===== src/adc_ctrl_defines.svh =====
// offsets, codes, reset values and cycle counts of the converter control
`ifndef ADC_CTRL_DEFINES_SVH
`define ADC_CTRL_DEFINES_SVH

// serial frame
`define FRAME_BITS      5'd16
`define FRAME_LAST      5'd15
`define TGT_HI_BIT      15
`define TGT_LO_BIT      14
`define DATA_MSB        13

// write targets held in the two leading frame bits
`define TGT_NONE        2'b00
`define TGT_TEST        2'b01
`define TGT_CAL         2'b10
`define TGT_CTRL        2'b11

// read targets
`define RD_RESULT       2'b00
`define RD_TEST         2'b01
`define RD_CAL          2'b10
`define RD_STATUS       2'b11

// calibration picks
`define PICK_FULL       2'b00
`define PICK_GAIN_OFFS  2'b01
`define PICK_OFFS       2'b10
`define PICK_GAIN       2'b11

// reset values
`define CTRL_RESET      14'h0000
`define STATUS_RESET    16'h0000
`define TEST_RESET      14'h0000
`define COEF_RESET      14'h0000

// activity lengths in clk_sys_i cycles
`define CONV_CYCLES     32
`define CAL_STEP_CYCLES 256
`define SEQ_CNT_W       16

`endif


===== src/adc_ctrl_pkg.sv =====
// types shared by the converter control blocks
package adc_ctrl_pkg;

  typedef struct packed {
    logic [3:0] zeros;
    logic       power_mode_sel_hi;
    logic       power_mode_sel_lo;
    logic       read_target_hi;
    logic       read_target_lo;
    logic       iface_mode1;
    logic       single_conversion_go;
    logic       calibration_kind;
    logic       calibration_pick_hi;
    logic       calibration_pick_lo;
    logic       calibration_go;
  } control_word_t;

  typedef struct packed {
    logic       zero_top;
    logic       busy;
    logic [3:0] zeros;
    logic       power_mode_sel_hi;
    logic       power_mode_sel_lo;
    logic       read_target_hi;
    logic       read_target_lo;
    logic       iface_mode1;
    logic       dont_care;
    logic       calibration_kind;
    logic       calibration_pick_hi;
    logic       calibration_pick_lo;
    logic       calibration_go;
  } status_word_t;

  typedef enum logic [4:0] {
    SEQ_IDLE   = 5'b00001,
    SEQ_CONV   = 5'b00010,
    SEQ_DAC    = 5'b00100,
    SEQ_GAIN   = 5'b01000,
    SEQ_OFFSET = 5'b10000
  } seq_state_t;

endpackage


===== src/activity_sequencer.sv =====
// conversion and calibration step sequencer
`timescale 1ns/1ps
`default_nettype none
`include "adc_ctrl_defines.svh"
module activity_sequencer
  import adc_ctrl_pkg::*;
#(
  parameter int CONV_CYCLES = `CONV_CYCLES,
  parameter int STEP_CYCLES = `CAL_STEP_CYCLES,
  parameter int CNT_W       = `SEQ_CNT_W
) (
  // clock and reset
  input  wire logic       clk_sys_i,
  input  wire logic       rst_n_i,
  // requests
  input  wire logic       conv_start_i,
  input  wire logic       cal_start_i,
  input  wire logic [1:0] cal_pick_i,
  // activity
  output seq_state_t      state_o,
  output logic            busy_o,
  output logic            conv_done_o,
  output logic            cal_done_o
);
  localparam logic [CNT_W-1:0] CONV_LAST = CNT_W'(CONV_CYCLES - 1);
  localparam logic [CNT_W-1:0] STEP_LAST = CNT_W'(STEP_CYCLES - 1);

  seq_state_t       state_reg, state_next;
  logic [CNT_W-1:0] cnt_reg, cnt_next;
  logic [1:0]       pick_reg, pick_next;
  logic             busy_reg, busy_next;
  logic             last;

  always_comb begin
    state_next  = state_reg;
    pick_next   = pick_reg;
    cnt_next    = cnt_reg - CNT_W'(1);
    last        = (cnt_reg == '0);
    conv_done_o = 1'b0;
    cal_done_o  = 1'b0;
    case (state_reg)
      SEQ_IDLE: begin
        cnt_next = cnt_reg;
        if (cal_start_i) begin
          pick_next = cal_pick_i;
          cnt_next  = STEP_LAST;
          case (cal_pick_i)
            `PICK_FULL: state_next = SEQ_DAC;
            `PICK_OFFS: state_next = SEQ_OFFSET;
            default:    state_next = SEQ_GAIN;
          endcase
        end else if (conv_start_i) begin
          state_next = SEQ_CONV;
          cnt_next   = CONV_LAST;
        end
      end
      SEQ_CONV: begin
        if (last) begin
          state_next  = SEQ_IDLE;
          conv_done_o = 1'b1;
        end
      end
      SEQ_DAC: begin
        if (last) begin
          state_next = SEQ_GAIN;
          cnt_next   = STEP_LAST;
        end
      end
      SEQ_GAIN: begin
        if (last && !pick_reg[1]) begin
          state_next = SEQ_OFFSET;
          cnt_next   = STEP_LAST;
        end else if (last) begin
          state_next = SEQ_IDLE;
          cal_done_o = 1'b1;
        end
      end
      SEQ_OFFSET: begin
        if (last) begin
          state_next = SEQ_IDLE;
          cal_done_o = 1'b1;
        end
      end
      default: begin
        state_next = SEQ_IDLE;
      end
    endcase
    busy_next = (state_next != SEQ_IDLE);
  end

  always_ff @(posedge clk_sys_i or negedge rst_n_i) begin
    if (!rst_n_i) begin
      state_reg <= SEQ_IDLE;
      cnt_reg   <= '0;
      pick_reg  <= 2'b00;
      busy_reg  <= 1'b0;
    end else begin
      state_reg <= state_next;
      cnt_reg   <= cnt_next;
      pick_reg  <= pick_next;
      busy_reg  <= busy_next;
    end
  end

  assign state_o = state_reg;
  assign busy_o  = busy_reg;
endmodule
`default_nettype wire


===== src/adc_control_status_regs.sv =====
// control and status register logic of the serial sampling converter
// Behaviour
// - power field plus sleep pin selects power-down
// - read-target field picks returned register
// - mode bit one drives data on input pin
// - mode bit cleared after each read cycle
// - conversion go starts conversion, clears when done
// - kind bit picks self or system calibration
// - calibration go starts calibration, clears when done
// - go low: pick addresses coefficient registers
// - self pick 00: dac, gain, offset
// - self picks: gain+offset, offset, gain
// - system pick 00: dac, gain, offset
// - system picks: gain+offset, offset, gain
// - status returned only with read target 11
// - status reads all zero after power-up
// - status low byte mirrors control fields, but bit four reads zero
// - sixteen-bit frames, target 11, latch at end
// - read targets result, test, coefficients, status
// - busy bit fourteen, zero bits stay zero
// - status go bit high while calibrating
`timescale 1ns/1ps
`default_nettype none
`include "adc_ctrl_defines.svh"
module adc_control_status_regs
  import adc_ctrl_pkg::*;
#(
  parameter int CONV_CYCLES = `CONV_CYCLES,
  parameter int STEP_CYCLES = `CAL_STEP_CYCLES
) (
  // clock and reset
  input  wire logic        clk_sys_i,
  input  wire logic        rst_n_i,
  // serial pins
  input  wire logic        sclk_i,
  input  wire logic        frame_n_i,
  input  wire logic        din_i,
  output logic             din_o,
  output logic             din_oe_o,
  output logic             dout_o,
  // power pin and converter side
  input  wire logic        sleep_n_i,
  input  wire logic [11:0] conv_result_i,
  output logic [2:0]       power_down_mode_o,
  output logic             busy_o,
  output logic             cal_system_o,
  output seq_state_t       activity_o
);
  // pin synchronisers: {sclk, frame_n, din, sleep_n}
  logic [3:0]    pin_meta_reg, pin_meta_next;
  logic [3:0]    pin_sync_reg, pin_sync_next;
  logic [1:0]    pin_prev_reg, pin_prev_next;
  logic          frame_on;
  logic          sclk_rise;
  logic          sclk_fall;
  logic          frame_start;
  logic          frame_end;
  // frame engine
  logic [4:0]    bit_cnt_reg, bit_cnt_next;
  logic [15:0]   in_shift_reg, in_shift_next;
  logic [15:0]   out_shift_reg, out_shift_next;
  logic          din_drive_reg, din_drive_next;
  logic [15:0]   word;
  logic          frame_done;
  // register file
  control_word_t ctrl_reg, ctrl_next;
  control_word_t wr_ctrl;
  logic [13:0]   test_reg, test_next;
  logic [13:0]   coef_reg [4];
  logic [13:0]   coef_next [4];
  logic [1:0]    pick;
  logic [1:0]    read_sel;
  status_word_t  status;
  logic [15:0]   read_word;
  logic          keep_conv;
  logic          keep_cal;
  logic [2:0]    pd_reg, pd_next;
  logic          cal_sys_reg, cal_sys_next;
  // sequencer link
  logic          conv_start;
  logic          cal_start;
  logic          conv_done;
  logic          cal_done;
  logic          seq_busy;
  seq_state_t    seq_state;

  // pin sampling and edges
  always_comb begin
    pin_meta_next = {sclk_i, frame_n_i, din_i, sleep_n_i};
    pin_sync_next = pin_meta_reg;
    pin_prev_next = pin_sync_reg[3:2];
    frame_on      = ~pin_sync_reg[2];
    sclk_rise     = frame_on & pin_sync_reg[3] & ~pin_prev_reg[1];
    sclk_fall     = frame_on & ~pin_sync_reg[3] & pin_prev_reg[1];
    frame_start   = ~pin_sync_reg[2] & pin_prev_reg[0];
    frame_end     = pin_sync_reg[2] & ~pin_prev_reg[0];
  end

  // frame engine
  always_comb begin
    bit_cnt_next   = bit_cnt_reg;
    in_shift_next  = in_shift_reg;
    out_shift_next = out_shift_reg;
    din_drive_next = din_drive_reg;
    word           = {in_shift_reg[14:0], pin_sync_reg[1]};
    frame_done     = sclk_rise && (bit_cnt_reg == `FRAME_LAST);
    if (frame_start) begin
      bit_cnt_next   = 5'd0;
      out_shift_next = read_word;
      din_drive_next = ctrl_reg.iface_mode1;
    end else if (frame_end) begin
      din_drive_next = 1'b0;
    end else begin
      if (sclk_rise && bit_cnt_reg != `FRAME_BITS) begin
        in_shift_next = word;
        bit_cnt_next  = bit_cnt_reg + 5'd1;
      end
      if (sclk_fall) begin
        out_shift_next = {out_shift_reg[14:0], 1'b0};
      end
    end
  end

  // read selection and status word
  always_comb begin
    pick     = {ctrl_reg.calibration_pick_hi, ctrl_reg.calibration_pick_lo};
    read_sel = {ctrl_reg.read_target_hi, ctrl_reg.read_target_lo};
    status   = status_word_t'(`STATUS_RESET);
    status.busy                = seq_busy;
    status.power_mode_sel_hi   = ctrl_reg.power_mode_sel_hi;
    status.power_mode_sel_lo   = ctrl_reg.power_mode_sel_lo;
    status.read_target_hi      = ctrl_reg.read_target_hi;
    status.read_target_lo      = ctrl_reg.read_target_lo;
    status.iface_mode1         = ctrl_reg.iface_mode1;
    status.calibration_kind    = ctrl_reg.calibration_kind;
    status.calibration_pick_hi = ctrl_reg.calibration_pick_hi;
    status.calibration_pick_lo = ctrl_reg.calibration_pick_lo;
    status.calibration_go      = ctrl_reg.calibration_go;
    case (read_sel)
      `RD_RESULT: read_word = {4'h0, conv_result_i};
      `RD_TEST:   read_word = {2'b00, test_reg};
      `RD_CAL:    read_word = {2'b00, coef_reg[pick]};
      default:    read_word = status;
    endcase
  end

  // control word, test and coefficient writes
  always_comb begin
    ctrl_next    = ctrl_reg;
    test_next    = test_reg;
    coef_next    = coef_reg;
    cal_sys_next = cal_sys_reg;
    conv_start   = 1'b0;
    cal_start    = 1'b0;
    wr_ctrl      = control_word_t'(word[`DATA_MSB:0]);
    keep_conv    = ctrl_reg.single_conversion_go & ~conv_done;
    keep_cal     = ctrl_reg.calibration_go & ~cal_done;
    ctrl_next.single_conversion_go = keep_conv;
    ctrl_next.calibration_go       = keep_cal;
    if (frame_done) begin
      ctrl_next.iface_mode1 = 1'b0;
      if (!din_drive_reg) begin
        case (word[`TGT_HI_BIT:`TGT_LO_BIT])
          `TGT_CTRL: begin
            ctrl_next       = wr_ctrl;
            ctrl_next.zeros = 4'h0;
            if (!seq_busy) begin
              cal_start  = wr_ctrl.calibration_go;
              conv_start = wr_ctrl.single_conversion_go
                           & ~wr_ctrl.calibration_go;
              ctrl_next.calibration_go       = cal_start;
              ctrl_next.single_conversion_go = conv_start;
            end else begin
              ctrl_next.calibration_go       = keep_cal;
              ctrl_next.single_conversion_go = keep_conv;
            end
            if (cal_start) begin
              cal_sys_next = wr_ctrl.calibration_kind;
            end
          end
          `TGT_TEST: begin
            test_next = word[`DATA_MSB:0];
          end
          `TGT_CAL: begin
            if (!ctrl_reg.calibration_go) begin
              coef_next[pick] = word[`DATA_MSB:0];
            end
          end
          default: begin
            test_next = test_reg;
          end
        endcase
      end
    end
    pd_next = {~pin_sync_reg[0], ctrl_reg.power_mode_sel_hi,
               ctrl_reg.power_mode_sel_lo};
  end

  always_ff @(posedge clk_sys_i or negedge rst_n_i) begin
    if (!rst_n_i) begin
      pin_meta_reg  <= 4'hf;
      pin_sync_reg  <= 4'hf;
      pin_prev_reg  <= 2'h3;
      bit_cnt_reg   <= 5'd0;
      in_shift_reg  <= 16'h0000;
      out_shift_reg <= 16'h0000;
      din_drive_reg <= 1'b0;
      ctrl_reg      <= control_word_t'(`CTRL_RESET);
      test_reg      <= `TEST_RESET;
      pd_reg        <= 3'h0;
      cal_sys_reg   <= 1'b0;
      for (int i = 0; i < 4; i++) begin
        coef_reg[i] <= `COEF_RESET;
      end
    end else begin
      pin_meta_reg  <= pin_meta_next;
      pin_sync_reg  <= pin_sync_next;
      pin_prev_reg  <= pin_prev_next;
      bit_cnt_reg   <= bit_cnt_next;
      in_shift_reg  <= in_shift_next;
      out_shift_reg <= out_shift_next;
      din_drive_reg <= din_drive_next;
      ctrl_reg      <= ctrl_next;
      test_reg      <= test_next;
      pd_reg        <= pd_next;
      cal_sys_reg   <= cal_sys_next;
      coef_reg      <= coef_next;
    end
  end

  activity_sequencer #(
    .CONV_CYCLES (CONV_CYCLES),
    .STEP_CYCLES (STEP_CYCLES),
    .CNT_W       (`SEQ_CNT_W)
  ) u_seq (
    .clk_sys_i    (clk_sys_i),
    .rst_n_i      (rst_n_i),
    .conv_start_i (conv_start),
    .cal_start_i  (cal_start),
    .cal_pick_i   (wr_ctrl[2:1]),
    .state_o      (seq_state),
    .busy_o       (seq_busy),
    .conv_done_o  (conv_done),
    .cal_done_o   (cal_done)
  );

  assign din_o             = out_shift_reg[15];
  assign din_oe_o          = din_drive_reg;
  assign dout_o            = out_shift_reg[15];
  assign power_down_mode_o = pd_reg;
  assign busy_o            = seq_busy;
  assign cal_system_o      = cal_sys_reg;
  assign activity_o        = seq_state;
endmodule
`default_nettype wire


===== config.mk =====
export PLATFORM = sky130hd
export DESIGN_NAME = adc_control_status_regs
export DESIGN_NICKNAME = d
export VERILOG_FILES = /design/src/adc_ctrl_pkg.sv /design/src/activity_sequencer.sv /design/src/adc_control_status_regs.sv
export VERILOG_INCLUDE_DIRS = /design/src
export SDC_FILE = /design/constraint.sdc
export NUM_CORES = 1
export LEC_CHECK = 0
export ABC_AREA = 1
export BUFFER_PORTS_ARGS = -buffer_cell sky130_fd_sc_hd__clkbuf_2
export CAP_MARGIN = 20
export CORE_UTILIZATION = 66
export DETAILED_ROUTE_END_ITERATION = 7
export GPL_ROUTABILITY_DRIVEN = 0
export PLACE_DENSITY = 0.86
export SETUP_SLACK_MARGIN = 0.4
export SYNTH_ARGS = -nofsm -noshare
export SYNTH_HDL_FRONTEND = slang
export SYNTH_SLANG_ARGS = --single-unit

===== constraint.sdc =====
create_clock -name clk_sys_i -period 2.95 [get_ports clk_sys_i]
set_clock_uncertainty 0.15 [all_clocks]
set_input_delay 0.1475 -clock clk_sys_i [delete_from_list [all_inputs] [get_ports clk_sys_i]]
set_output_delay 0.1475 -clock clk_sys_i [all_outputs]
set_load 0.05 [all_outputs]

==> results.md, run 1 <==
- Status: completed
- CP Class: register to register
- Pleak: about 3.7 nW
- Clock Latency Late Sink: around 0.54 ns
- Pin count of the biggest net entering global routing: 66
- Post-synth EDFFs: 0
- Core ar.: 10,400 sq um
- Final Cycle Share: between 80% and 90%
- WL per Instance: 16.5 microns
- Final setup fails: 0
- Ys async rst share: 100%
- Placed cells: a little over 1,000
- Rows: 37
- Synth top area share: between 40 and 50%
- Area grow syn2layout: 15.1%
- Count leader, synth: nand2_1
- Max-cap viol count: 0
- H-tree Lvls: 4
- Worst min path class: input pin to asynchronous set/reset pin
- Relative slew slack: ~56%
- Dpl cell area: 7460 sq um
- Largest area contributor in the netlist: dfrtp_1
- DIE AREA: ~11,000 sq um
- Required time of the critical path: around 3.3 ns
- Crit. Startpoint: pin_prev_reg[0]$_DFF_PN1_
- Comb power frac: under 10%
- Clk buf depth: 2
- Starting density of the core: roughly two thirds
- Mapped Cells: 887
- Clock power share: a little over two fifths
- Fmax: 418 MHz
- Sw Ratio: roughly 25%
- CP Max Fanout: 12
- Sequential element share of the synthesized area: 53.8%
- DR DRC count: 0
- Fin crit period: ~2.4 ns
- Root Buffer: clkbuf_8
- Io pins: 31
- Synth cell types: 31
- Pwr per Cell Area: about 570 nW/um^2
- Reg-to-Reg Start: pin_prev_reg[0]$_DFF_PN1_
- 1st-pass router iterations: 6
- DR vias/cell: approximately 6.0
- Most instantiated cells after synthesis: nand2_1 (277), dfrtp_1 (142), o21ai_0 (110)
- Crit start category: register
- Synthesized area: just over 7000 sq um
- Nets: 962
- Total grt overflow: 0
- RSZ-0062 raised after global routing: false
- Number of filler cells placed in the layout: 682
- HPWL Detailed: 11,600 microns
- Dpl ws: around 0.44 ns
- Fin cells: around 1,100
- Clk slew on worst S/H paths: 0.06 ns
- NetSw: between 1 and 1.5 mW
- Mean post-synth cell area: ~8.1 sq um
- Flop-to-flop setup slack: ~0.56 ns
- Sequential Power Share: 48.3%
- FF+latch count, synth: around 150
- Pint: 3.54 mW
- FF-to-FF End: bit_cnt_reg[0]$_DFFE_PN0P_
- Critical path capture point type: register
- Diode count: 0
- CTS Buf Count: 17
- Worst-Margin Slew: between 0.6 and 0.7 ns
- Die W: about 110 microns
- Worst-case reg-to-reg path depth: 5
- Initial DRC Count: 756
- Maximum VDD drop: about 0.00040 V
- Synth top area cells: dfrtp_1 (50%), nand2_1 (15%), o21ai_0 (7.7%), nor2_1 (4.3%), dfstp_2 (4.0%)
- Post-route cell area: ~8200 sq um
- Yosys warns: 0
- Net Count, Synth: a little over 900
- Chip height: roughly 110 microns
- Layout cells sized above 1: a little over a tenth
- Slew Limit Fails: 0
- Global-route wire length before repair: around 30,000 microns
- Final ANT Viol Nets: 0
- Total wire length: between 15,000 and 20,000 microns
- Port Buffers: 30
- Max reg flops: 56
- Vias: roughly 6,600
- Initial antenna violation count: 0
- Setup TNS: 0 ns
- Top_reg_cell synth: dfrtp_1
- CTS tree: built
- Total GRT Usage: roughly a third
- Fin. Hold Viols: 0
- Vias in the first global route: ~6,300
- Post-route worst setup slack: ~0.56 ns
- Worst EP arrival: 2.69 ns
- Core Util, Final: between 70% and 80%
- Clock Sinks: about 150
[power groups by stage]
stage / logic [mW] / registers, mW / clock network [mW]
final: 0.383 / 2.27 / 2.05
after global routing: 0.428 / 2.29 / 2.17
after CTS: 0.379 / 2.27 / 2.07
after detailed placement: 0.357 / 2.31 / 0
after global placement: 0.340 / 2.30 / 0
after floorplan: 0.210 / 2.31 / 0
[cell families (layout without fill, tap and decap cells)]
| group | after synthesis | count (layout) | share of synthesized area, % |
|---|---|---|---|
| AND/OR/NAND/NOR | 474 | 474 | 28.4 |
| AO/OA/AOI/OAI | 153 | 153 | 11.0 |
| adder cells (fa/ha/maj) | 6 | 6 | 1.05 |
| XOR/XNOR | 2 | 2 | 0.245 |
| flip-flops | 153 | 153 | 53.8 |
| buffers and inverters | 99 | 163 | 5.48 |
[layout make-up]
class	instances	area [sq um]	area share (%)
Tap cell	136	170	2.07
Timing Repair Buffer	63	472	5.73
Multi-Input combinational cell	635	2920	35.5
Clock inverter	12	126	1.54
Inverter	68	255	3.10
Clock buffer	20	435	5.29
Sequential cell	153	3840	46.7
[placed cells by master, fill, tap and decap left out, drive strengths merged]
cell type / count
nand2: 277
dfrtp: 142
o21ai: 110
nor2: 83
inv: 67
nand3: 58
clkbuf: 49
nand4: 46
a21oi: 29
dlygate4sd3: 17
buf: 17
dfstp: 11
a31oi: 7
ha: 6
nor3: 6
clkinv: 6
clkinvlp: 5
o31ai: 2
xor2: 2
or2: 2
o22ai: 2
bufinv: 2
o211ai: 1
o21bai: 1
and2: 1
nand3b: 1
a211oi: 1
[repair_timing]
item                       4_1_cts  5_1_grt
buffers inserted                 0        2
hold buffers                    17        0
gates resized for setup          0        2
setup endpoints to repair        0       43
hold endpoints to repair       130        0
[per-layer routing]
layer	up-vias	track usage [%]	routed length, microns
met2	355	54.4	8330
li1	3026	-	-
met1	3135	47.2	7590
met4	0	13.7	470
met3	51	6.81	1510
met5	-	0	0
[how the worst max path moves through the flow]
stage	endpoint	slack [ns]	depth (start not counted)
floorplan	ctrl_reg[8]$_DFFE_PN0P_	0.95	10
global placement	u_seq.state_o[1]$_DFF_PN0_	0.60	8
detailed placement	u_seq.state_o[1]$_DFF_PN0_	0.44	8
CTS	ctrl_reg[7]$_DFFE_PN0P_	0.44	8
global route	bit_cnt_reg[3]$_DFFE_PN0P_	0.42	5
finish	bit_cnt_reg[0]$_DFFE_PN0P_	0.56	5
[per-stage QoR]
stage	total power, mW	hold WS [ns]
floorplan	2.52	-0.298
global placement	2.64	0.0110
detailed placement	2.66	0.0214
CTS	4.72	0.0311
global route	4.88	0.0755
finish	4.71	0.0223
[critical path, stage by stage (launching register included)]
cell	delay (ns)
dfstp_2	0.53
ha_1	0.49
inv_2	0.23
a21oi_1	0.60
nand3_1	0.18
o21ai_0	0.13
Note: power is estimated with default switching activity, not from simulation.
==> run 2: changes to the inputs <==
CORE_UTILIZATION = 61   (was 66)
PLACE_DENSITY = 0.8   (was 0.86)
clock period = 2.45 ns   (was 2.95 ns; I/O delays follow)
==> results.md, run 2 (same netlist as run 1, synthesis figures left out) <==
- HPWL Detailed: 11,900 microns (was 11,600 microns)
- Root Buffer: clkbuf_16 (was clkbuf_8)
- DR top layer: met4 (unchanged)
- Core Util, Final: 76.0% (was 79.0%)
- FF-to-FF End: ctrl_reg[9]$_DFFE_PN0P_ (was bit_cnt_reg[0]$_DFFE_PN0P_)
- Final ANT Viol Nets: 0 (unchanged)
- Reg-to-Reg Start: bit_cnt_reg[0]$_DFFE_PN0P_ (was pin_prev_reg[0]$_DFF_PN1_)
- Diode count: 0 (unchanged)
- Clock Sinks: 153 (unchanged)
- Commonest non-fill, non-tap cell in the layout: nand2_1 (unchanged)
- Status: completed (unchanged)
- Worst-Margin Slew: 0.600 ns (was 0.663 ns)
- RSZ-0062 raised after global routing: true (was false)
- Max-cap viol count: 0 (unchanged)
- Pwr per Cell Area: 691 nW/um^2 (was 573 nW/um^2)
- CTS tree: built (unchanged)
- Die W: 110 microns (was 106 microns)
- Dpl ws: 0.273 ns (was 0.443 ns)
- Pin count of the biggest net entering global routing: 75 (was 66)
- WL per Instance: 17.5 microns (was 16.5 microns)
- Starting density of the core: 62.6% (was 68.6%)
- Maximum VDD drop: 0.000490 V (was 0.000398 V)
- Layout cells sized above 1: 15.5% (was 10.6%)
- Area grow syn2layout: 21.4% (was 15.1%)
- Clk slew on worst S/H paths: 0.06 ns (about the same)
- Fin. Hold Viols: 0 (unchanged)
- Commonest non-fill, non-tap cells in the layout: nand2_1 (264), dfrtp_1 (142), o21ai_0 (91) (was nand2_1 (277), dfrtp_1 (142), o21ai_0 (110))
- Clock Latency Late Sink: 0.43 ns (was 0.54 ns)
- Met1 WL: 7880 microns (was 7590 microns)
- Register area: 3840 sq um (unchanged)
- Number of filler cells placed in the layout: 780 (was 682)
- Nets: 975 (was 962)
- Vias in the first global route: 6,054 (was 6,288)
- Worst path cell trace: ha_2 -> nand2_2 -> nor2_2 -> ha_2 -> inv_2 -> nor3_4 -> buf_4 -> nand3_4 -> buf_8 -> nand2_1 -> o21ai_0 (was ha_1 -> inv_2 -> a21oi_1 -> nand3_1 -> o21ai_0)
- Relative slew slack: 60.0% (was 55.8%)
- Slowest CP cell: dfrtp_1 (was a21oi_1)
- Slew Limit Fails: 0 (unchanged)
- Met3 routed WL: 1930 microns (was 1510 microns)
- DR vias/cell: 6.03 (was 6.04)
- CTS Buf Count: 17 (unchanged)
- Fin crit period: 2.17 ns (was 2.39 ns)
- H-tree Lvls: 4 (unchanged)
- Global-route wire length before repair: 29,000 microns (was 29,500 microns)
- Core ar.: 11,400 sq um (was 10,400 sq um)
- Final Cycle Share: 88.5% (was 81.1%)
- Initial DRC Count: 905 (was 756)
- Most used cell, CP: ha_2
- Initial antenna violation count: 0 (unchanged)
- Fmax: 461 MHz (was 418 MHz)
- CP Max Fanout: 8 (was 12)
- 1st-pass router iterations: 6 (unchanged)
- Chip height: 110 microns (was 106 microns)
- Critical path capture point type: register (unchanged)
- CP Class: register to register (unchanged)
- Top delay family on crit path: simple AND/OR/NAND/NOR gates (was compound AO/OA/AOI/OAI gates)
- Worst min path class: input pin to asynchronous set/reset pin (unchanged)
- Crit start category: register (unchanged)
- Worst-case reg-to-reg path depth: 11 (was 5)
- Largest stage delay, worst path: 0.38 ns (was 0.60 ns)
- Final setup fails: 0 (unchanged)
- Min Hold Slack: 0.0536 ns (was 0.0223 ns)
- Clk buf depth: 2 (unchanged)
- Total grt overflow: 0 (unchanged)
- Max reg flops: 56 (unchanged)
- Worst EP arrival: 2.31 ns (was 2.69 ns)
- Total wire length: 19,300 microns (was 17,900 microns)
- Critical path buffer and inverter count: 3 (was 1)
- Metal2 WL: 9100 microns (was 8330 microns)
- Rows: 39 (was 37)
- Pleak: 3.91 nW (was 3.74 nW)
- Io pins: 31 (unchanged)
- Setup TNS: 0 ns (unchanged)
- Area of the multi-input gates: 3080 sq um (was 2920 sq um)
- Total GRT Usage: 31.5% (was 34.4%)
- Post-route worst setup slack: 0.281 ns (was 0.558 ns)
- Port Buffers: 30 (unchanged)
- DIE AREA: 12,200 sq um (was 11,300 sq um)
- Vias: 6,677 (was 6,567)
- DR DRC count: 0 (unchanged)
- Flop-to-flop setup slack: 0.28 ns (was 0.56 ns)
- Required time of the critical path: 2.59 ns (was 3.25 ns)
## run 2: area by class of cell
type                    count  share of cell area [%]
inverters                  68                    2.98
repair buffers             75                    7.87
repair inverters            1                  0.0865
flip-flops and latches    153                    44.3
clock buffers              17                    4.90
multi-input cells         635                    35.5
clock inverters            15                    2.29
well taps                 143                    2.06
## run 2: power by group
group | switching [mW] | total [mW] | internal, mW
Clock | 1.06 | 2.77 | 1.70
Combinational | 0.332 | 0.486 | 0.155
Sequential | 0.0909 | 2.75 | 2.66
Total | 1.48 | 6.00 | 4.52
## run 2: repair_timing
action	CTS	global route
gates cloned	1	4
hold buffers	17	0
pin swaps	1	4
setup buffers	0	3
resized for setup	9	76
hold endpoints to repair	134	0
endpoints found under the setup margin	74	108
## run 2: metal layers
metal  vias up  track usage, %
li1       3058               -
met1      3188            44.1
met2       388            47.9
met3        43            7.52
met4         0            11.5
met5         -               0
## run 2: metrics by stage
step / std cells / area [sq um] / total power, mW
after floorplan: 887 / 7150 / 3.04
after global placement: 1050 / 7520 / 3.18
after detailed placement: 1050 / 7520 / 3.21
after CTS: 1100 / 8350 / 5.98
after global routing: 1107 / 8680 / 6.19
final: 1107 / 8680 / 6.00
## run 2: worst max-delay path by stage
| stage | depth (start not counted) | endpoint | slack [ns] | from |
|---|---|---|---|---|
| 6_report | 11 | ctrl_reg[9]$_DFFE_PN0P_ | 0.28 | bit_cnt_reg[0]$_DFFE_PN0P_ |
| 4_1_cts | 10 | u_seq.state_o[2]$_DFF_PN0_ | 0.38 | bit_cnt_reg[0]$_DFFE_PN0P_ |
| 3_3_place_gp | 9 | ctrl_reg[0]$_DFF_PN0_ | 0.34 | u_seq.cnt_reg[0]$_DFFE_PN0P_ |
| 2_1_floorplan | 10 | ctrl_reg[8]$_DFFE_PN0P_ | 0.45 | bit_cnt_reg[0]$_DFFE_PN0P_ |
| 3_5_place_dp | 12 | u_seq.cnt_reg[2]$_DFFE_PN0P_ | 0.27 | bit_cnt_reg[0]$_DFFE_PN0P_ |
| 5_1_grt | 11 | coef_reg[22]$_DFFE_PN0P_ | 0.20 | bit_cnt_reg[0]$_DFFE_PN0P_ |
==> run 3: changes to the inputs <==
CELL_PAD_IN_SITES_DETAIL_PLACEMENT = 0   (was unset)
CELL_PAD_IN_SITES_GLOBAL_PLACEMENT = 1   (was unset)
CORE_UTILIZATION = 46   (was 61)
==> results.md, run 3 (same netlist as run 1, synthesis figures left out) <==
- DR DRC count: 0 (unchanged)
- Fin crit period: 2.23 ns (was 2.17 ns)
- Clock Latency Late Sink: 0.42 ns (was 0.43 ns)
- Min Hold Slack: 0.0160 ns (was 0.0536 ns)
- Final ANT Viol Nets: 0 (unchanged)
- Max-cap viol count: 0 (unchanged)
- Slew Limit Fails: 0 (unchanged)
- Starting density of the core: 47.0% (was 62.6%)
- Layout cells sized above 1: 21.4% (was 15.5%)
- Worst-Margin Slew: 0.623 ns (was 0.600 ns)
- Rows: 45 (was 39)
- Placed cells: 1,097 (was 1,050)
- Diode count: 0 (unchanged)
- Final setup fails: 0 (unchanged)
- Total wire length: 19,800 microns (was 19,300 microns)
- Nets: 992 (was 975)
- Commonest non-fill, non-tap cell in the layout: nand2_1 (unchanged)
- Critical path capture point type: register (unchanged)
- Total grt overflow: 0 (unchanged)
- Root Buffer: clkbuf_16 (unchanged)
- Initial DRC Count: 614 (was 905)
- Worst EP arrival: 2.40 ns (was 2.31 ns)
- Io pins: 31 (unchanged)
- Commonest non-fill, non-tap cells in the layout: nand2_1 (246), dfrtp_1 (142), o21ai_0 (72) (was nand2_1 (264), dfrtp_1 (142), o21ai_0 (91))
- Vias in the first global route: 5,965 (was 6,054)
- Pwr per Cell Area: 654 nW/um^2 (was 691 nW/um^2)
- Clk buf depth: 2 (unchanged)
- Total GRT Usage: 24.8% (was 31.5%)
- Setup TNS: 0 ns (unchanged)
- Pin count of the biggest net entering global routing: 62 (was 75)
- Fin. Hold Viols: 0 (unchanged)
- Fmax: 448 MHz (was 461 MHz)
- Maximum VDD drop: 0.000456 V (was 0.000490 V)
- Pleak: 4.06 nW (was 3.91 nW)
- Global-route wire length before repair: 30,800 microns (was 29,000 microns)
- Area grow syn2layout: 28.3% (was 21.4%)
- CTS tree: built (unchanged)
- Status: completed (unchanged)
- Initial antenna violation count: 0 (unchanged)
- Post-route worst setup slack: 0.217 ns (was 0.281 ns)
- Worst min path class: input pin to register (was input pin to asynchronous set/reset pin)
- CP Max Fanout: 14 (was 8)
- WL per Instance: 16.9 microns (was 17.5 microns)
- Clk slew on worst S/H paths: 0.06 ns (about the same)
- Port Buffers: 30 (unchanged)
- Relative slew slack: 58.4% (was 60.0%)
- Chip height: 127 microns (was 110 microns)
- CP Class: register to register (unchanged)
- Die W: 127 microns (was 110 microns)
- Final Cycle Share: 91.1% (was 88.5%)
- Required time of the critical path: 2.62 ns (was 2.59 ns)
- Max reg flops: 56 (unchanged)
- Crit start category: register (unchanged)
- 1st-pass router iterations: 5 (was 6)
- DIE AREA: 16,000 sq um (was 12,200 sq um)
- Fin cells: 1,169 (was 1,107)
- H-tree Lvls: 4 (unchanged)
- RSZ-0062 raised after global routing: true (unchanged)
- Dpl ws: 0.226 ns (was 0.273 ns)
- Vias: 6,432 (was 6,677)
- Clock Sinks: 153 (unchanged)
- HPWL Detailed: 12,100 microns (was 11,900 microns)
- DR vias/cell: 5.50 (was 6.03)
- Core ar.: 15,200 sq um (was 11,400 sq um)
- CTS Buf Count: 17 (unchanged)
- Design Power: 6.00 mW (about the same)
run 3: final cells by class:
type | instances | area, sq um
clock buffer | 22 | 474
clock inverter | 10 | 141
fill | 1336 | 6030
inverter | 68 | 268
multi-input combinational | 635 | 3300
sequential | 153 | 3840
tap | 188 | 235
timing repair buffer | 92 | 900
timing repair inverter | 1 | 7.51
run 3: worst max-delay path: stages, from the launching register on:
cell and delay [ns]:
dfrtp_1 0.36, ha_2 0.19, nand2_2 0.06, nor2_2 0.09, ha_2 0.21, inv_4 0.04, nor3_4 0.25, buf_6 0.20
nand3_4 0.14, buf_16 0.22, o21ai_0 0.21
run 3: path summary, 6_finish.rpt:
kind / cells past startpoint / startpoint / slack (ns) / to
setup / recovery: 10 / bit_cnt_reg[1]$_DFFE_PN0P_ / 0.22 / coef_reg[35]$_DFFE_PN0P_
hold / removal: 7 / conv_result_i[9] / 0.02 / out_shift_reg[9]$_DFFE_PN0P_
setup reg to reg: 10 / bit_cnt_reg[1]$_DFFE_PN0P_ / 0.22 / coef_reg[35]$_DFFE_PN0P_
hold reg to reg: 0 / pin_meta_reg[0]$_DFF_PN1_ / 0.21 / pin_sync_reg[0]$_DFF_PN1_
max in group asynchronous: 3 / rst_n_i / 1.27 / pin_meta_reg[1]$_DFF_PN1_
min in group asynchronous: 2 / rst_n_i / 0.11 / out_shift_reg[9]$_DFFE_PN0P_
run 3: what timing repair did:
item,CTS,global route
resized for setup,18,154
buffers inserted,2,13
gates cloned,2,7
pin swaps,1,20
endpoints found under the setup margin,85,117
hold endpoints to repair,74,0
hold buffers,16,0
run 3: report_power, final:
| group | internal, mW | switching, mW |
|---|---|---|
| clock | 1.69 | 1.03 |
| sequential | 2.66 | 0.0822 |
| combinational | 0.185 | 0.355 |
run 3: metrics by stage:
step | instance area (sq um) | util (%)
after floorplan | 7150 | -
after global placement | 7600 | 50.0
after detailed placement | 7600 | 50.0
after CTS | 8490 | 55.8
after global routing | 9170 | 60.3
final | 9170 | 60.3
run 3: routing by layer:
layer / up-vias / GRT usage (%) / part of all wire, %
li1: 3107 / - / -
met1: 3081 / 35.8 / 46
met2: 213 / 37.7 / 45
met3: 31 / 4.89 / 6.7
met4: 0 / 7.91 / 1.6
met5: - / 0 / 0
